## src/design/cmdsg_regs.vh

```
`ifndef CMDSG_REGS_VH
`define CMDSG_REGS_VH
// Register word addresses (byte address = 4 * word)
`define CMDSG_ADDR_CONFIG   4'h0
`define CMDSG_ADDR_LOAD     4'h1
`define CMDSG_ADDR_HOLD     4'h2
`define CMDSG_ADDR_COUNT    4'h3
`define CMDSG_ADDR_CMD      4'h4
`define CMDSG_ADDR_STATUS   4'h5
`define CMDSG_ADDR_IRQ      4'h6
`define CMDSG_ADDR_MASK     4'h7
// Config field positions
`define CMDSG_GATE_HI       15
`define CMDSG_GATE_LO       13
`define CMDSG_SPECIAL_BIT   7
`define CMDSG_RELOAD_BIT    6
`define CMDSG_REPEAT_BIT    5
// Command bits
`define CMDSG_CMD_ARM       0
`define CMDSG_CMD_LOAD      1
`define CMDSG_CMD_DISARM    2
// Interrupt status bits
`define CMDSG_IRQ_TC        0
`define CMDSG_IRQ_DISARM    1
`define CMDSG_IRQ_CAPTURE   2
// Reset values
`define CMDSG_CONFIG_RST    16'h0000
`define CMDSG_LOAD_RST      16'h0000
`define CMDSG_HOLD_RST      16'h0000
`define CMDSG_COUNT_RST     16'h0000
`define CMDSG_MASK_RST      3'h0
`endif

```

## src/design/cmdsg_counter.v

```verilog
// Notes on behaviour
// - Mode letter comes only from gate field and special, reload, repeat bits.
// - Repeat bit 0 disarms after sequence; repeat bit 1 keeps counting.
// - Modes N, O, Q, R: gate edge copies count to hold, then reloads.
// - Modes N and Q count source edges only while gate is active.
// - Modes O, R, X start on gate edge, stop at next terminal count.
// - Modes N and O reach terminal count once then disarm.
// - Modes Q, R, V, X count to terminal count repeatedly, never disarm.
// - Modes N, O, Q, R, X reload from load register at terminal count.
// - Modes S and V reload from load if gate low, hold if high.
// - In modes S and V the gate never qualifies source edges.
// - Mode S reaches terminal count twice then disarms.
// - Mode X gate edge captures count into hold without retriggering.
// - Stop or disarm takes effect after the edge leaving terminal count.
// - In terminal count the next source edge counts, unless an armed gate edge in modes N, O, Q, R, X takes the same cycle.
// - Only active-going source and gate transitions are events.
// - All-zero mode bits decode mode A, gate has no effect.
// - Mode A counts after arm, reloads and disarms at terminal count.
//
// Chosen here: register access over Avalon-MM and the address map.
`timescale 1ns/1ps
`include "cmdsg_regs.vh"

module cmdsg_counter
#(
   parameter WIDTH = 16
)
(
   input  wire                ref_clk,
   input  wire                reset_n,
   input  wire [3:0]          avs_address,
   input  wire                avs_read,
   input  wire                avs_write,
   input  wire [31:0]         avs_writedata,
   input  wire [3:0]          avs_byteenable,
   output reg  [31:0]         avs_readdata,
   output wire                avs_waitrequest,
   input  wire                gate_pin,
   input  wire                source_pin,
   output wire                terminal_count,
   output reg                 armed,
   output wire                irq
);

   // ****************************************************************
   // Mode codes
   // ****************************************************************
   localparam [3:0] MODE_A     = 4'h0;
   localparam [3:0] MODE_N     = 4'h1;
   localparam [3:0] MODE_O     = 4'h2;
   localparam [3:0] MODE_Q     = 4'h3;
   localparam [3:0] MODE_R     = 4'h4;
   localparam [3:0] MODE_S     = 4'h5;
   localparam [3:0] MODE_V     = 4'h6;
   localparam [3:0] MODE_X     = 4'h7;
   localparam [3:0] MODE_OTHER = 4'hF;

   localparam [2:0] GATE_NONE  = 3'h0;

   // Decode mode letter from config bits
   function [3:0] decode_mode;
      input [15:0] cfg;
      reg   [2:0]  gsel;
      reg   [2:0]  sel;
      begin
         gsel = cfg[`CMDSG_GATE_HI:`CMDSG_GATE_LO];
         sel  = {cfg[`CMDSG_SPECIAL_BIT], cfg[`CMDSG_RELOAD_BIT], cfg[`CMDSG_REPEAT_BIT]};
         decode_mode = MODE_OTHER;
         if (gsel == GATE_NONE && sel == 3'h0)
            decode_mode = MODE_A;
         else if (sel == 3'h4 && gsel != GATE_NONE)
            decode_mode = gsel[2] ? MODE_O : MODE_N;
         else if (sel == 3'h5 && gsel != GATE_NONE)
            decode_mode = gsel[2] ? MODE_R : MODE_Q;
         else if (sel == 3'h6 && gsel == GATE_NONE)
            decode_mode = MODE_S;
         else if (sel == 3'h7 && gsel == GATE_NONE)
            decode_mode = MODE_V;
         else if (sel == 3'h7 && gsel[2])
            decode_mode = MODE_X;
      end
   endfunction

   // ****************************************************************
   // Registers and state
   // ****************************************************************
   reg  [15:0]      config_reg;
   reg  [WIDTH-1:0] load_reg;
   reg  [WIDTH-1:0] hold_reg;
   reg  [WIDTH-1:0] count;
   reg  [2:0]       irq_status;
   reg  [2:0]       irq_mask;
   reg              running;
   reg              second_tc;
   reg              stop_pending;
   reg              disarm_pending;
   reg              in_tc;
   reg              read_done;
   reg  [1:0]       gate_sync;
   reg  [1:0]       source_sync;
   reg              gate_prev;
   reg              source_prev;

   wire [3:0]       mode;
   wire             gate_lvl;
   wire             gate_edge;
   wire             source_edge;
   wire             at_tc;
   wire             retrig_mode;
   wire             level_mode;
   wire             edge_start_mode;
   wire             qualified;
   wire             count_step;
   wire             wr_cmd;
   wire [2:0]       irq_set;

   assign mode = decode_mode(config_reg);

   // Pin synchronisers
   always @(posedge ref_clk or negedge reset_n)
   begin
      if (!reset_n)
      begin
         gate_sync   <= 2'h0;
         source_sync <= 2'h0;
         gate_prev   <= 1'b0;
         source_prev <= 1'b0;
      end
      else
      begin
         gate_sync   <= {gate_sync[0], gate_pin};
         source_sync <= {source_sync[0], source_pin};
         gate_prev   <= gate_sync[1];
         source_prev <= source_sync[1];
      end
   end

   // Rising edges only are events
   assign gate_lvl    = gate_sync[1];
   assign gate_edge   = gate_sync[1] & ~gate_prev;
   assign source_edge = source_sync[1] & ~source_prev;

   // ****************************************************************
   // Mode qualification
   // ****************************************************************
   // Terminal-count state spans the reload edge up to the next source edge
   // A zero count from a load of zero counts as terminal count as well
   assign at_tc           = (count == {WIDTH{1'b0}}) || in_tc;
   assign terminal_count  = at_tc;
   assign retrig_mode     = (mode == MODE_N) || (mode == MODE_O) ||
                            (mode == MODE_Q) || (mode == MODE_R);
   assign level_mode      = (mode == MODE_N) || (mode == MODE_Q);
   assign edge_start_mode = (mode == MODE_O) || (mode == MODE_R) || (mode == MODE_X);

   // Gate level qualifies only modes N and Q
   assign qualified = armed && (mode != MODE_OTHER) &&
                      (level_mode ? gate_lvl : 1'b1) &&
                      (edge_start_mode ? running : 1'b1);

   // Terminal count state counts unless an armed gate edge in modes N, O, Q, R, X takes the same cycle
   assign count_step = source_edge && (at_tc || qualified);

   assign wr_cmd = avs_write && (avs_address == `CMDSG_ADDR_CMD) && avs_byteenable[0];

   assign irq_set[`CMDSG_IRQ_TC]      = count_step && (count == {{(WIDTH-1){1'b0}}, 1'b1});
   assign irq_set[`CMDSG_IRQ_DISARM]  = disarm_pending && source_edge;
   assign irq_set[`CMDSG_IRQ_CAPTURE] = gate_edge && armed &&
                                        (retrig_mode || mode == MODE_X);

   // ****************************************************************
   // Counter sequencing
   // ****************************************************************
   always @(posedge ref_clk or negedge reset_n)
   begin
      if (!reset_n)
      begin
         count          <= `CMDSG_COUNT_RST;
         hold_reg       <= `CMDSG_HOLD_RST;
         armed          <= 1'b0;
         running        <= 1'b0;
         second_tc      <= 1'b0;
         stop_pending   <= 1'b0;
         disarm_pending <= 1'b0;
         in_tc          <= 1'b0;
      end
      else
      begin
         // Host hold write
         if (avs_write && avs_address == `CMDSG_ADDR_HOLD)
            hold_reg <= avs_writedata[WIDTH-1:0];
         if (wr_cmd && avs_writedata[`CMDSG_CMD_ARM])
         begin
            armed     <= 1'b1;
            second_tc <= 1'b0;
         end
         if (wr_cmd && avs_writedata[`CMDSG_CMD_DISARM])
            armed <= 1'b0;
         // Software load clears in_tc; a load of zero still leaves terminal count set
         if (wr_cmd && avs_writedata[`CMDSG_CMD_LOAD])
         begin
            count <= load_reg;
            in_tc <= 1'b0;
         end
         // Gate edge: capture then retrigger
         if (gate_edge && armed && retrig_mode)
         begin
            hold_reg <= count;
            count    <= load_reg;
            in_tc    <= 1'b0;
            running  <= 1'b1;
         end
         else if (gate_edge && armed && mode == MODE_X)
         begin
            hold_reg <= count;
            running  <= 1'b1;
         end
         else if (count_step)
         begin
            if (at_tc)
            begin
               // Leaving terminal count applies pending stop or disarm
               if (stop_pending)
                  running <= 1'b0;
               if (disarm_pending)
               begin
                  armed   <= 1'b0;
                  running <= 1'b0;
               end
               stop_pending   <= 1'b0;
               in_tc          <= 1'b0;
               disarm_pending <= 1'b0;
               count <= count - {{(WIDTH-1){1'b0}}, 1'b1};
            end
            else if (count == {{(WIDTH-1){1'b0}}, 1'b1})
            begin
               // Reaching terminal count: reload and schedule
               in_tc <= 1'b1;
               if (mode == MODE_S || mode == MODE_V)
                  count <= gate_lvl ? hold_reg : load_reg;
               else
                  count <= load_reg;
               if (mode == MODE_A || mode == MODE_N || mode == MODE_O)
                  disarm_pending <= 1'b1;
               if (mode == MODE_S)
               begin
                  second_tc <= ~second_tc;
                  if (second_tc)
                     disarm_pending <= 1'b1;
               end
               if (edge_start_mode)
                  stop_pending <= 1'b1;
            end
            else
               count <= count - {{(WIDTH-1){1'b0}}, 1'b1};
         end
      end
   end

   // ****************************************************************
   // Register file
   // ****************************************************************
   always @(posedge ref_clk or negedge reset_n)
   begin
      if (!reset_n)
      begin
         config_reg <= `CMDSG_CONFIG_RST;
         load_reg   <= `CMDSG_LOAD_RST;
         irq_mask   <= `CMDSG_MASK_RST;
         irq_status <= 3'h0;
      end
      else
      begin
         if (avs_write && avs_address == `CMDSG_ADDR_CONFIG)
         begin
            if (avs_byteenable[0])
               config_reg[7:0] <= avs_writedata[7:0];
            if (avs_byteenable[1])
               config_reg[15:8] <= avs_writedata[15:8];
         end
         if (avs_write && avs_address == `CMDSG_ADDR_LOAD)
            load_reg <= avs_writedata[WIDTH-1:0];
         if (avs_write && avs_address == `CMDSG_ADDR_MASK && avs_byteenable[0])
            irq_mask <= avs_writedata[2:0];
         // Set wins over write-one-to-clear
         if (avs_write && avs_address == `CMDSG_ADDR_IRQ && avs_byteenable[0])
            irq_status <= (irq_status & ~avs_writedata[2:0]) | irq_set;
         else
            irq_status <= irq_status | irq_set;
      end
   end

   assign irq             = |(irq_status & irq_mask);

   // ****************************************************************
   // Bus handshake
   // ****************************************************************
   // Writes finish at once; a read waits one cycle so that the
   // registered read data already stands when waitrequest drops
   always @(posedge ref_clk or negedge reset_n)
   begin
      if (!reset_n)
         read_done <= 1'b0;
      else
         read_done <= avs_read && !read_done;
   end

   // Held high only in the first cycle of a read
   assign avs_waitrequest = avs_read && !read_done;

   // Read data register, loaded in the first read cycle
   always @(posedge ref_clk or negedge reset_n)
   begin
      if (!reset_n)
         avs_readdata <= 32'h0000_0000;
      else if (avs_read && !read_done)
      begin
         if (avs_address == `CMDSG_ADDR_CONFIG)
            avs_readdata <= {16'h0000, config_reg};
         else if (avs_address == `CMDSG_ADDR_LOAD)
            avs_readdata <= {16'h0000, load_reg};
         else if (avs_address == `CMDSG_ADDR_HOLD)
            avs_readdata <= {16'h0000, hold_reg};
         else if (avs_address == `CMDSG_ADDR_COUNT)
            avs_readdata <= {16'h0000, count};
         else if (avs_address == `CMDSG_ADDR_STATUS)
            avs_readdata <= {24'h000000, mode, second_tc, running, at_tc, armed};
         else if (avs_address == `CMDSG_ADDR_IRQ)
            avs_readdata <= {29'h00000000, irq_status};
         else if (avs_address == `CMDSG_ADDR_MASK)
            avs_readdata <= {29'h00000000, irq_mask};
         else
            avs_readdata <= 32'h0000_0000;
      end
   end

endmodule

```

## config.mk

```make
export PLATFORM = sky130hd
export DESIGN_NAME = cmdsg_counter
export DESIGN_NICKNAME = d
export VERILOG_FILES = /design/src/design/cmdsg_counter.v
export VERILOG_INCLUDE_DIRS = /design/src /design/src/design
export SDC_FILE = /design/constraint.sdc
export NUM_CORES = 1
export LEC_CHECK = 0
export ABC_AREA = 0
export BUFFER_PORTS_ARGS = -buffer_cell sky130_fd_sc_hd__clkbuf_2
export CAP_MARGIN = 0
export CORE_AREA = 2 2 116 118
export CTS_CLUSTER_DIAMETER = 200
export DETAILED_ROUTE_END_ITERATION = 7
export DIE_AREA = 0 0 118 120
export SYNTH_ARGS = -nofsm -noshare
export SYNTH_HDL_FRONTEND = slang
export SYNTH_SLANG_ARGS = --single-unit
```

## constraint.sdc

```tcl
create_clock -name ref_clk -period 5.5 [get_ports ref_clk]
set_input_delay 0.55 -clock ref_clk [delete_from_list [all_inputs] [get_ports ref_clk]]
set_output_delay 0.55 -clock ref_clk [all_outputs]
set_load 0.01 [all_outputs]
```

==> metrics.md <==
| Metric | Value |
|---|---|
| Worst Path Arrival | 3.43 ns |
| First-pass GRT wire length | 24.7 mm |
| Sequential share of the synthesized area | 43.6% |
| First drt pass iteration count | 5 |
| Final Hold Fails | 0 |
| Worst-Skew Late Latency | 0.35 ns |
| Bufs on Longest Clock Path | 2 |
| Internal | 1.72 mW |
| Core area | 13000 um^2 |
| Die area | 14200 um^2 |
| # hold bufs at CTS | 0 |
| P_leak | 2.71 nW |
| Synthesis-stage register bit count | 99 |
| GPL Wtd Cong | 0.920 |
| XOR/XNOR Fraction of Synth Area | 2.00% |
| Rows | 42 |
| Largest family of logic cells by synthesized area | compound AO/OA/AOI/OAI gates |
| Share of cells above drive strength 1 | 21.1% |
| Post-Synth Simple-Gate Area | 13.2% |
| Port Buffer Count | 47 |
| Final wirelength | 15.7 mm |
| Worst-margin pin slew | 1.05 ns |
| Final min period | 3.14 ns |
| Die X-Extent | 118 um |
| Multiplexer share of the synthesized area | 16.0% |
| Setup crit end kind | flip-flop |
| Die extent in y | 120 um |
| Commonest cells after routing, fill and taps aside | dfrtp_1, a21oi_1, clkbuf_2 |
| Number of diodes | 0 |
| Max Fclk | 318 MHz |
| Worst Slack Setup Final | 2.36 ns |
| Fin crit share | 57.2% |
| Setup Skew | 0.00517 ns |
| Post-synth top area cell | dfrtp_1 |
| Cell Pwr Density | 404 nW/um^2 |
| Grt total ovfl | 0 |
| Postcts setup bufs | 0 |
| DPL Wire Length | 10.4 mm |
| Pin count of the biggest net entering global routing | 69 |
| Post-Route Utilization | 48.6% |
| Met2 wire length | 7.52 mm |
| Setup TNS Final | 0 ns |
| Clock root cell | clkbuf_16 |
| Uppermost layer routed | met4 |
| DRC viols | 0 |
| Post-route design area | 6300 um^2 |
| Non-Filler Instances | 774 |
| Reg2reg end | count[1] |
| Wire length on met1 | 7.03 mm |
| Clock Power Share | 31.1% |
| Overall Global Routing Usage | 22.5% |
| Max Slew Vio Count | 0 |
| Worst EP required | 5.78 ns |
| Setup Crit Path Kind | in -> reg |
| CTS tree | built |
| Post-synth top area share | 43.6% |
| Final setup viols | 0 |
| Reg clk slew, reported paths | 0.07 ns |
| Status | completed |
| Iteration-0 DRC Markers | 420 |
| Initial antenna violation count | 0 |
| Unrepaired setup endpoints after global routing | no |
| Compound-gate portion of the synthesized area | 18.4% |
| CTS Buf Count | 9 |
| Dominant synthesized flop cell | dfrtp_1 |
| Combinational share of power | 22.9% |
| Rel. slew slack | 30.2% |
| Post-synthesis adder-cell area fraction | 0.440% |
| NetSw | 829 uW |
| Vias per inst | 5.99 |
| Synth Instances | 572 |
| Area grow syn2layout | 10.8% |
| Placed cells | 758 |
| FFs w/ async S/R, synth | 100% |
| PostCTS Resize Cnt | 0 |
| I/O pin cnt | 82 |
| Worst R2R Setup Slack | 2.68 ns |
| Yosys cell types | 60 |
| Worst hold slack | 0.115 ns |
| Total power | 2.55 mW |
| R2R depth | 7 |
| Worst-case vdd ir drop | 159 uV |
| Crit path max fanout | 18 |
| H-tree depth | 3 |
| Post-DRT Antenna Nets | 0 |
| Clock sink total | 99 |
| Area contributors post-synth | dfrtp_1, mux2_2, mux2i_1 |
| Maxcap violations | 0 |
| Syn Area/Cell | 9.94 um^2 |
| Synthesized cell area | 5690 um^2 |
| Synth warn | 0 |
| Hold WC Path Type | in -> async |
| Sw frac | 32.5% |
| Startpoint Class | input pin |
| RR Startpoint | count[5] |
| Place WS | 2.08 ns |
| Vias in the first global route | 4366 |
| Placed cell areas | 5930 um^2 |
| Initial core utilization | 43.8% |
| Most common cell after layout, fill and taps aside | dfrtp_1 |
| Met3 wire len | 856 um |
| Number of flops mapped to enable cells by yosys | 0 |
| Via count | 4633 |
| Final net count | 641 |
| Reg power frac | 46.0% |
| WL per Instance | 20.3 um |
| Filler cell count in the final layout | 1229 |
## logic make-up (layout without fill, tap and decap cells)
kind of cell,after synthesis,count (layout)
AO/OA/AOI/OAI,165,165
AND/OR/NAND/NOR,145,145
flip-flops,99,99
multiplexers,80,80
buffers and inverters,67,78
XOR/XNOR,13,13
adder cells (fa/ha/maj),2,2
other,1,16
## cells in the mapped netlist, types with 5 or more instances
cell,n
mux2i_1,38
a22o_1,6
buf_4,18
inv_1,8
a21oi_1,55
nand3_1,8
nand2_1,36
mux2_2,37
nor3_1,14
o21ai_0,30
dfrtp_1,99
o22ai_1,38
nand4_1,5
nor2b_1,7
xnor2_1,10
clkbuf_1,19
buf_2,14
nor2_1,43
and3_1,5
buf_1,5
mux4_2,5
## worst max-delay path, cell delays in order
cell and delay [ns]:
clkbuf_2 0.32, nor2b_1 0.28, nand3_1 0.15, nor3_1 0.36
nand2_1 0.56, nand2_1 0.77, o22ai_1 0.23, a21oi_2 0.18
## per-layer routing
metal,vias up,track usage (%)
li1,2115,-
met1,2321,31.4
met2,171,35.5
met3,26,3.52
met4,0,8.58
met5,-,0
## worst max-delay path by stage
stage	startpoint	endpoint	slack [ns]
6_report	avs_address[2]	count[6]	2.36
5_1_grt	avs_address[2]	count[12]	2.19
4_1_cts	avs_address[2]	count[6]	2.45
3_5_place_dp	avs_address[2]	count[6]	2.08
3_3_place_gp	avs_address[2]	count[10]	2.17
2_1_floorplan	avs_address[1]	load_reg[10]	3.22
## final cells by class
cell class	instances	area [um^2]	area share [%]
Multi-Input combinational cell	421	2910	46.1
Sequential cell	99	2480	39.3
Tap cell	176	220	3.49
Timing Repair Buffer	54	290	4.61
Clock buffer	12	256	4.07
Clock inverter	4	120	1.91
Inverter	8	30.0	0.476
## power by group through the flow
stage                     registers [mW]  logic, mW  clock network, mW
after detailed placement            1.18      0.579                  0
after CTS                           1.17      0.584              0.803
after global routing                1.20      0.653              0.832
after floorplan                     1.06      0.525                  0
after global placement              1.17      0.563                  0
final                               1.17      0.584              0.791
Note: power is estimated with default switching activity, not from simulation.
